## config.mk

```make
export PLATFORM = sky130hd
export DESIGN_NAME = swc_top
export DESIGN_NICKNAME = d
export VERILOG_FILES = /design/src/shared/swc_pkg.sv /design/src/swc_top.sv
export SDC_FILE = /design/constraint.sdc
export NUM_CORES = 1
export LEC_CHECK = 0
export ABC_AREA = 1
export BUFFER_PORTS_ARGS = -buffer_cell sky130_fd_sc_hd__buf_4
export CORE_ASPECT_RATIO = 1.2
export CORE_MARGIN = 2
export CORE_UTILIZATION = 50
export CTS_CLUSTER_SIZE = 24
export DETAILED_ROUTE_END_ITERATION = 6
export PLACE_DENSITY = 0.74
export SYNTH_ARGS = -nofsm -noshare
export SYNTH_HDL_FRONTEND = slang
export SYNTH_SLANG_ARGS = --single-unit
```

## constraint.sdc

```tcl
create_clock -name CLK_IN -period 2.9 [get_ports CLK_IN]
set_input_delay 0.145 -clock CLK_IN [delete_from_list [all_inputs] [get_ports CLK_IN]]
set_output_delay 0.145 -clock CLK_IN [all_outputs]
set_load 0.005 [all_outputs]
```

## src/shared/swc_pkg.sv

```systemverilog
package swc_pkg;
  // ==========================================
  // Register map (byte addresses, one word each)
  localparam logic [7:0] SWC_ADDR_WDCTL   = 8'h00;
  localparam logic [7:0] SWC_ADDR_OPTION  = 8'h04;
  localparam logic [7:0] SWC_ADDR_CONFIG  = 8'h08;
  localparam logic [7:0] SWC_ADDR_STATUS  = 8'h0C;
  localparam logic [7:0] SWC_ADDR_ID0     = 8'h10;
  localparam logic [7:0] SWC_ADDR_PROG    = 8'h20;
  // ==========================================
  // Reset values and write masks
  localparam logic [7:0] SWC_WDCTL_RST    = 8'h08;
  localparam logic [7:0] SWC_OPTION_RST   = 8'hFF;
  localparam logic [7:0] SWC_CONFIG_RST   = 8'h00;
  localparam logic [7:0] SWC_WDCTL_MASK   = 8'h1F;
  localparam logic [6:0] SWC_ID_MASK      = 7'h7F;
  // ==========================================
  // Field positions
  localparam int SWC_WD_SOFT_EN_BIT  = 0;
  localparam int SWC_WD_PS_LSB       = 1;
  localparam int SWC_CFG_WDT_EN_BIT  = 3;
  localparam int SWC_CFG_FOSC_LSB    = 0;
  localparam logic [2:0] SWC_FOSC_RC_IO_MODE = 3'h5;
  localparam logic [2:0] SWC_FOSC_EC   = 3'h3;
  localparam int SWC_ID_WORDS        = 4;
  // ==========================================
  // Timing
  localparam int SWC_OST_PERIODS     = 1024;
  localparam int SWC_WDT_BASE_CYCLES = 32;
  // ==========================================
  // AHB and controller states
  localparam logic [1:0] SWC_HTRANS_NONSEQ = 2'h2;
  localparam logic [2:0] SWC_HSIZE_WORD    = 3'h2;
  typedef enum logic [1:0] {SWC_RUN, SWC_SLEEP, SWC_OST} swc_state_t;
endpackage

```

## src/swc_top.sv

```systemverilog
`timescale 1ns/1ps
// Notes on behaviour
// Sleep entered only by sleep instruction
// Sleep clears watchdog, watchdog keeps counting
// Sleep clears power-down flag, sets timeout
// Sleep stops the oscillator driver
// Ports hold their drive during sleep
// Watchdog reset internal, never drives master_clear
// Wake on master-clear, watchdog, enabled interrupt
// Watchdog/interrupt wake continues, no reset
// Power-down flag set at power-up
// Watchdog wake clears timeout flag
// Only listed sources can wake
// Clocked peripherals cannot interrupt in sleep
// Prefetch of PC+1 during sleep instruction
// Wake needs source enable, ignores global enable
// After wake: in-line, or vector if enabled
// Pending enabled flag wakes at once
// Watchdog cleared on every wake
// Pending interrupt makes sleep a no-op
// Late interrupt: sleep completes then wakes
// Start-up delay 1024 periods, skipped some modes
// Four 7-bit ID words, programming mode only
// Programming entry: data/clock low, high voltage
// Config enable forces watchdog, else soft enable
// Registered sleep state left only by wake
module swc_top
  import swc_pkg::*;
#(
  parameter int OST_CYCLES = SWC_OST_PERIODS
) (
  // Clock and reset
  input  wire logic        CLK_IN,
  input  wire logic        SRST_IN,
  // AHB-Lite slave
  input  wire logic        HSEL_IN,
  input  wire logic [7:0]  HADDR_IN,
  input  wire logic [1:0]  HTRANS_IN,
  input  wire logic        HWRITE_IN,
  input  wire logic [2:0]  HSIZE_IN,
  input  wire logic [31:0] HWDATA_IN,
  input  wire logic        HREADY_IN,
  output logic      [31:0] HRDATA_OUT,
  output logic             HREADYOUT_OUT,
  output logic             HRESP_OUT,
  // Core side
  input  wire logic        SLEEP_INSTR_IN,
  input  wire logic        WDT_CLEAR_INSTR_IN,
  input  wire logic [6:0]  IRQ_ENABLE_IN,
  input  wire logic [6:0]  IRQ_FLAG_IN,
  input  wire logic        TIMER1_ASYNC_IN,
  input  wire logic        ADC_ON_INTERNAL_RC_IN,
  input  wire logic        GLOBAL_IRQ_ENABLE_IN,
  input  wire logic        MASTER_CLEAR_PIN_IN,
  input  wire logic        PROG_DATA_PIN_IN,
  input  wire logic        PROG_CLOCK_PIN_IN,
  input  wire logic        HIGH_PROGRAM_VOLTAGE_IN,
  output logic             CORE_STALL_OUT,
  output logic             OSC_DRIVER_EN_OUT,
  output logic             IO_HOLD_OUT,
  output logic             PREFETCH_NEXT_OUT,
  output logic             BRANCH_VECTOR_OUT,
  output logic             DEVICE_RESET_OUT,
  output logic             WDT_RESET_OUT,
  output logic             MASTER_CLEAR_DRIVE_OUT,
  output logic             PROG_MODE_OUT,
  output logic             POWER_DOWN_FLAG_OUT,
  output logic             TIMEOUT_FLAG_OUT
);
  // ==========================================
  // State
  initial begin
    if (OST_CYCLES < 1) $error("OST_CYCLES must be at least 1");
    // The start-up counter is 16 bits wide
    if (OST_CYCLES > 65536) $error("OST_CYCLES must be at most 65536");
  end

  typedef struct packed {
    swc_state_t  st;
    logic [7:0]  wdctl;
    logic [7:0]  option;
    logic [7:0]  config_w;
    logic [6:0]  id0, id1, id2, id3;
    logic [19:0] wdt_cnt;
    logic [15:0] ost_cnt;
    logic        pd, to;
    logic        prog;
    logic [2:0]  master_clear_pin_s, vpp_s;
    logic        ph_act, ph_wr;
    logic [7:0]  ph_addr;
    logic [31:0] rdata;
    logic        stall, osc, hold, pref, vec, dres, wres;
    // Vector request kept across the start-up delay
    logic        vec_pend;
  } swc_st_t;

  swc_st_t r_reg, r_next;

  logic        wdt_on;
  logic [19:0] wdt_limit;
  logic [6:0]  wake_mask;
  logic        irq_wake;
  logic        master_clear_pin_low;
  logic        vpp_high;
  logic        skip_ost;
  logic [6:0]  ids [SWC_ID_WORDS];

  always_comb begin
    ids[0] = r_reg.id0;
    ids[1] = r_reg.id1;
    ids[2] = r_reg.id2;
    ids[3] = r_reg.id3;
  end

  // ==========================================
  // Wake qualification
  always_comb begin
    wdt_on    = r_reg.config_w[SWC_CFG_WDT_EN_BIT] | r_reg.wdctl[SWC_WD_SOFT_EN_BIT];
    wdt_limit = 20'(SWC_WDT_BASE_CYCLES) << r_reg.wdctl[SWC_WD_PS_LSB +: 4];
    // Bit 0 timer1 counts only when asynchronous; bit 2 A/D only on internal RC
    wake_mask = 7'h7F;
    wake_mask[0] = TIMER1_ASYNC_IN;
    wake_mask[2] = ADC_ON_INTERNAL_RC_IN;
    irq_wake  = |(IRQ_ENABLE_IN & IRQ_FLAG_IN & wake_mask);
    // Active level counts once 2nd and 3rd stages agree; release counts as soon as the 2nd stage has it
    master_clear_pin_low  = ~r_reg.master_clear_pin_s[1] & ~r_reg.master_clear_pin_s[2];
    vpp_high  = r_reg.vpp_s[1] & r_reg.vpp_s[2];
    skip_ost  = (r_reg.config_w[SWC_CFG_FOSC_LSB +: 3] == SWC_FOSC_EC) ||
                (r_reg.config_w[SWC_CFG_FOSC_LSB +: 3] == SWC_FOSC_RC_IO_MODE);
  end

  // ==========================================
  // Next state
  always_comb begin
    r_next = r_reg;
    r_next.master_clear_pin_s = {r_reg.master_clear_pin_s[1:0], MASTER_CLEAR_PIN_IN};
    r_next.vpp_s  = {r_reg.vpp_s[1:0], HIGH_PROGRAM_VOLTAGE_IN};
    r_next.pref = 1'b0;
    r_next.vec  = 1'b0;
    r_next.dres = 1'b0;
    r_next.wres = 1'b0;

    // Programming entry: data and clock held low while high voltage rises
    if (vpp_high && !r_reg.prog && !PROG_DATA_PIN_IN && !PROG_CLOCK_PIN_IN) begin
      r_next.prog = 1'b1;
    end else if (!vpp_high) begin
      r_next.prog = 1'b0;
    end

    // Watchdog counts in run and sleep; held at zero during the start-up delay
    if (!wdt_on || WDT_CLEAR_INSTR_IN) begin
      r_next.wdt_cnt = '0;
    end else if (r_reg.wdt_cnt + 20'h0_0001 >= wdt_limit) begin
      r_next.wdt_cnt = '0;
    end else begin
      r_next.wdt_cnt = r_reg.wdt_cnt + 20'h0_0001;
    end

    case (r_reg.st)
      SWC_RUN: begin
        if (wdt_on && !WDT_CLEAR_INSTR_IN && r_reg.wdt_cnt + 20'h0_0001 >= wdt_limit) begin
          // Internal reset only; master clear pin is never driven
          r_next.wres = 1'b1;
          r_next.to   = 1'b0;
        end
        if (SLEEP_INSTR_IN) begin
          r_next.pref = 1'b1;
          if (!irq_wake) begin
            r_next.st      = SWC_SLEEP;
            r_next.wdt_cnt = '0;
            r_next.pd      = 1'b0;
            r_next.to      = 1'b1;
            r_next.osc     = 1'b0;
            r_next.hold    = 1'b1;
            r_next.stall   = 1'b1;
          end
          // Pending enabled interrupt: sleep is a no-op, only the prefetch pulses
        end
      end
      SWC_SLEEP: begin
        // Late interrupt after entry wakes on next cycle
        if (master_clear_pin_low) begin
          r_next.dres  = 1'b1;
          r_next.st    = SWC_RUN;
          r_next.stall = 1'b0;
          r_next.osc   = 1'b1;
          r_next.hold  = 1'b0;
          r_next.wdt_cnt = '0;
        end else if (irq_wake ||
                     (wdt_on && r_reg.wdt_cnt + 20'h0_0001 >= wdt_limit)) begin
          if (!irq_wake) begin
            r_next.to = 1'b0;
          end
          r_next.vec_pend = irq_wake & GLOBAL_IRQ_ENABLE_IN;
          r_next.vec      = skip_ost & irq_wake & GLOBAL_IRQ_ENABLE_IN;
          r_next.osc     = 1'b1;
          r_next.wdt_cnt = '0;
          r_next.ost_cnt = '0;
          r_next.st      = skip_ost ? SWC_RUN : SWC_OST;
          r_next.stall   = ~skip_ost;
          r_next.hold    = 1'b0;
        end
      end
      SWC_OST: begin
        r_next.wdt_cnt = '0;
        if (r_reg.ost_cnt == 16'(OST_CYCLES - 1)) begin
          r_next.st    = SWC_RUN;
          r_next.stall = 1'b0;
        end else begin
          r_next.ost_cnt = r_reg.ost_cnt + 16'h0001;
        end
        r_next.vec = r_reg.vec_pend & (r_reg.ost_cnt == 16'(OST_CYCLES - 1));
      end
      default: r_next.st = SWC_RUN;
    endcase

    // Master clear outside sleep also resets unless in programming mode, sleep state already handled
    if (r_reg.st != SWC_SLEEP && master_clear_pin_low && !r_reg.prog) begin
      r_next.dres = 1'b1;
    end

    // ==========================================
    // AHB-Lite data phase
    r_next.ph_act = HSEL_IN && HREADY_IN && HTRANS_IN == SWC_HTRANS_NONSEQ;
    r_next.ph_wr  = HWRITE_IN;
    r_next.ph_addr = HADDR_IN;
    if (r_reg.ph_act && r_reg.ph_wr) begin
      case (r_reg.ph_addr)
        SWC_ADDR_WDCTL:  r_next.wdctl    = HWDATA_IN[7:0] & SWC_WDCTL_MASK;
        SWC_ADDR_OPTION: r_next.option   = HWDATA_IN[7:0];
        SWC_ADDR_CONFIG: r_next.config_w = HWDATA_IN[7:0];
        default: begin
          if (r_reg.prog && r_reg.ph_addr[7:4] == SWC_ADDR_ID0[7:4]) begin
            case (r_reg.ph_addr[3:2])
              2'h0:    r_next.id0 = HWDATA_IN[6:0] & SWC_ID_MASK;
              2'h1:    r_next.id1 = HWDATA_IN[6:0] & SWC_ID_MASK;
              2'h2:    r_next.id2 = HWDATA_IN[6:0] & SWC_ID_MASK;
              default: r_next.id3 = HWDATA_IN[6:0] & SWC_ID_MASK;
            endcase
          end
        end
      endcase
    end
    r_next.rdata = 32'h0000_0000;
    if (HSEL_IN && HREADY_IN && HTRANS_IN == SWC_HTRANS_NONSEQ && !HWRITE_IN) begin
      case (HADDR_IN)
        SWC_ADDR_WDCTL:  r_next.rdata = {24'h00_0000, r_reg.wdctl};
        SWC_ADDR_OPTION: r_next.rdata = {24'h00_0000, r_reg.option};
        SWC_ADDR_CONFIG: r_next.rdata = {24'h00_0000, r_reg.config_w};
        SWC_ADDR_STATUS: r_next.rdata = {28'h000_0000, r_reg.prog, r_reg.st == SWC_SLEEP,
                                         r_reg.pd, r_reg.to};
        SWC_ADDR_PROG:   r_next.rdata = {31'h0000_0000, r_reg.prog};
        default: begin
          if (r_reg.prog && HADDR_IN[7:4] == SWC_ADDR_ID0[7:4]) begin
            r_next.rdata = {25'h000_0000, ids[HADDR_IN[3:2]]};
          end
        end
      endcase
    end
  end

  // ==========================================
  // Registers
  always_ff @(posedge CLK_IN) begin
    if (SRST_IN) begin
      r_reg          <= '0;
      r_reg.st       <= SWC_RUN;
      r_reg.wdctl    <= SWC_WDCTL_RST;
      r_reg.option   <= SWC_OPTION_RST;
      r_reg.config_w <= SWC_CONFIG_RST;
      r_reg.pd       <= 1'b1;
      r_reg.to       <= 1'b1;
      r_reg.osc      <= 1'b1;
      r_reg.master_clear_pin_s   <= 3'h7;
    end else begin
      r_reg <= r_next;
    end
  end

  // ==========================================
  // Outputs, straight from flip-flops or tied to constants
  always_comb begin
    HRDATA_OUT             = r_reg.rdata;
    HREADYOUT_OUT          = 1'b1;
    HRESP_OUT              = 1'b0;
    CORE_STALL_OUT         = r_reg.stall;
    OSC_DRIVER_EN_OUT      = r_reg.osc;
    IO_HOLD_OUT            = r_reg.hold;
    PREFETCH_NEXT_OUT      = r_reg.pref;
    BRANCH_VECTOR_OUT      = r_reg.vec;
    DEVICE_RESET_OUT       = r_reg.dres;
    WDT_RESET_OUT          = r_reg.wres;
    MASTER_CLEAR_DRIVE_OUT = 1'b0;
    PROG_MODE_OUT          = r_reg.prog;
    POWER_DOWN_FLAG_OUT    = r_reg.pd;
    TIMEOUT_FLAG_OUT       = r_reg.to;
  end
endmodule

```

==> impl_metrics.yaml <==
sta:
  slew_headroom: 0.4792
  final_max_slew_viol_count: 0
  rsz0062_at_grt: "true"
  setup_ws_ns: -0.2578
  hold_viol_final: 0
  period_needed_ns: 3.158
  fin_crit_sh: 1.089
  clock.fmax_mhz: 316.7
  hold_slack_ns: 0.03148
  skew_ns: 0.008049
  setup_viol: 42
  worstMarginPinSlew_ns: 0.7812
  setup-tns-final_ns: -7.153
place:
  io_buffer_count: 63
  dp_hpwl_um: 9894
  globalplace.congestion: 0.9100
  pre_cts_slack_ns: -0.3116
  dp.cells: 1061
worst_setup_path:
  rr_endpoint: "r_reg[71]"
  worst-setup-path-type: "flop to flop"
  r2r_slack_ns: -0.26
  cp-end-kind: "flop"
  path_max_fanout: 5
  worst_setup_path_start_kind: "flop"
  r2r-start: "r_reg[75]"
  r2r_cells: 20
  worstPathRequired_ns: 3.24
  cp.arrival_ns: 3.49
final_layout:
  multi_input_area_mm2: 0.003467
  seq_area_mm2: 0.002452
  largest_reg_flops: 72
  num_antenna_cells: 0
  drive_gt1_frac: 0.2341
  area_growth_pct: 29.92
  fillers: 984
  fin_cells: 1122
  finalNetCount: 1044
detailed_routing:
  drt-pass1-iter-count: 7
  drc: 0
  num_vias: 5720
  wirelength_um: 15280
  wl_per_cell_um: 13.62
  routed_via_density: 5.098
  drtAntennaViolNets: 0
  drt_iter0_drc: 371
synthesis:
  synth.avg_cell_area_um2: 7.448
  synth.distinct_cells: 49
  synth_cells: 844
  ys_ff_latch: 122
  synth.top_cell.area_share: 0.3885
  synth_area_mm2: 0.006286
  yosys_warnings: 0
  seq_area_frac_synth: 0.3885
  synth.most_common_cell: "nand2_1"
  async_flop_share: 0
  synth_edf_count: 0
  ys.flop_type: "dfxtp_1"
  synthTopCellsByArea: "dfxtp_1 (39%), nand2_1 (8.2%), inv_1 (7.8%), nor2_1 (6.2%), ha_1 (4.4%)"
  synthTopCellsByCount: "nand2_1 (137), inv_1 (131), dfxtp_1 (122)"
  synth_top_area_cell: "dfxtp_1"
power_and_ir_drop:
  total_power_w: 0.004844
  power_leakage_nw: 3.518
  powerDensity_mw_per_mm2: 593.2
  peakVddDrop_mv: 0.4205
cts:
  clock_latency_ns: 0.42
  clkTransAtPathRegs_ns: 0.05
  root_buffer: "clkbuf_16"
  cts_htree_levels: 4
  cts-buffers-inserted: 17
  cts_num_sinks: 122
  tritoncts: "done"
  cts_buffer_depth: 2
hold_path:
  holdCritStartpoint: "PROG_CLOCK_PIN_IN"
  whs_endpoint: "PROG_MODE_OUT"
  hold_depth: 3
  hold_path_class: "input port to flop"
global_route:
  grt_max_degree: 57
  met3_usage: 0.05190
  grtUsageMet1: 0.2794
  grt_pass1_wl_um: 24130
  grt_pass1_vias: 5207
  antenna_found_initial: 0
  grt_overflow: 0
  grt_usage: 0.2228
  busiest_layer: "met2"
  grt_use_met2: 0.3748
die:
  die_x_um: 106.4
  core-area_mm2: 0.01217
  fp.dieArea_mm2: 0.01349
  pin_count: 118
  die_h_um: 126.8
  initial_utilization: 0.5167
  row_count: 44
run_status:
  violations: "setup timing"
  outcome: "complete, but fails checks"
job:
  drv_cap: 0
[power breakdown]
| part | switching, W | leakage (nW) | internal [W] |
|---|---|---|---|
| Sequential | 0.0000438 | 0.991 | 0.00174 |
| Combinational | 0.000596 | 2.25 | 0.000353 |
| Clock | 0.000753 | 0.279 | 0.00136 |
| Total | 0.00139 | 3.52 | 0.00345 |
[metrics by stage]
stage | utilization | cell area, µm²
CTS | 0.6456 | 7855
global placement | 0.5656 | 6882
finish | 0.6712 | 8167
global route | 0.6712 | 8167
detailed placement | 0.5656 | 6882
floorplan | - | 6406
[cells in the final DEF, fill, tap and decap left out, types with 5 or more instances in the layout]
cell	instances
inv_1	128
nand2_1	127
dfxtp_1	118
buf_4	97
nor2_1	96
a21oi_1	49
o21ai_0	35
nand3_1	27
conb_1	27
nand4_1	23
clkbuf_16	18
ha_1	17
dlygate4sd3_1	15
a211oi_1	14
xor2_1	12
nand3_4	10
nand2_2	10
o211ai_2	8
nor3_2	7
nor3_1	7
o22ai_1	7
nor2_4	6
nand3_2	6
nor2_2	6
a22o_1	5
clkinv_2	5
clkinvlp_4	5
[repair_timing]
action,CTS,global route
setup endpoints to repair,43,44
hold endpoints to repair,14,0
cloned,0,3
gates resized for setup,32,51
pin swaps,8,21
buffers inserted,10,2
hold buffers,15,0
[worst max path at each step]
stage	startpoint	to
CTS	r_reg[75]	r_reg[60]
global route	r_reg[75]	r_reg[66]
detailed placement	r_reg[76]	r_reg[73]
floorplan	r_reg[75]	r_reg[69]
global placement	r_reg[76]	r_reg[72]
finish	r_reg[75]	r_reg[71]
[routing by layer]
layer / share of wire / up-vias
met5: 0 / -
met4: 0.018 / 0
met3: 0.056 / 24
met2: 0.50 / 179
met1: 0.42 / 2605
li1: - / 2912
[cells by family (layout without fill, tap and decap cells)]
kind of cell             after synthesis  count (layout)  synth area share
XOR/XNOR                              21              21           0.02926
adder cells (fa/ha/maj)               22              22           0.04379
other                                  2              27          0.001195
flip-flops                           122             122            0.3885
buffers and inverters                189             279            0.1413
AND/OR/NAND/NOR                      342             344            0.2474
AO/OA/AOI/OAI                        146             146            0.1485
[layout make-up]
cell class                 instances  share of cell area
multi-input combinational        560              0.4245
sequential                       122              0.3003
timing repair buffer             116              0.1174
inverter                         132             0.06067
clock buffer                      18             0.05378
tap                              161             0.02467
clock inverter                    13             0.01869
[critical path, cell delays in order (launching register included)]
cell,delay (ns)
dfxtp_4,0.38
ha_4,0.15
nand3_4,0.07
nor2_4,0.10
nand3_2,0.09
nor2_2,0.11
inv_2,0.07
nor3_4,0.24
nand4_1,0.13
xor2_1,0.20
inv_1,0.07
ha_1,0.29
inv_1,0.11
nor3_2,0.06
a211oi_2,0.17
nand2_2,0.12
nand2_4,0.12
nand3_4,0.16
nand3_2,0.17
nand2_1,0.10
a21oi_1,0.18
Note: power is estimated with default switching activity, not from simulation.
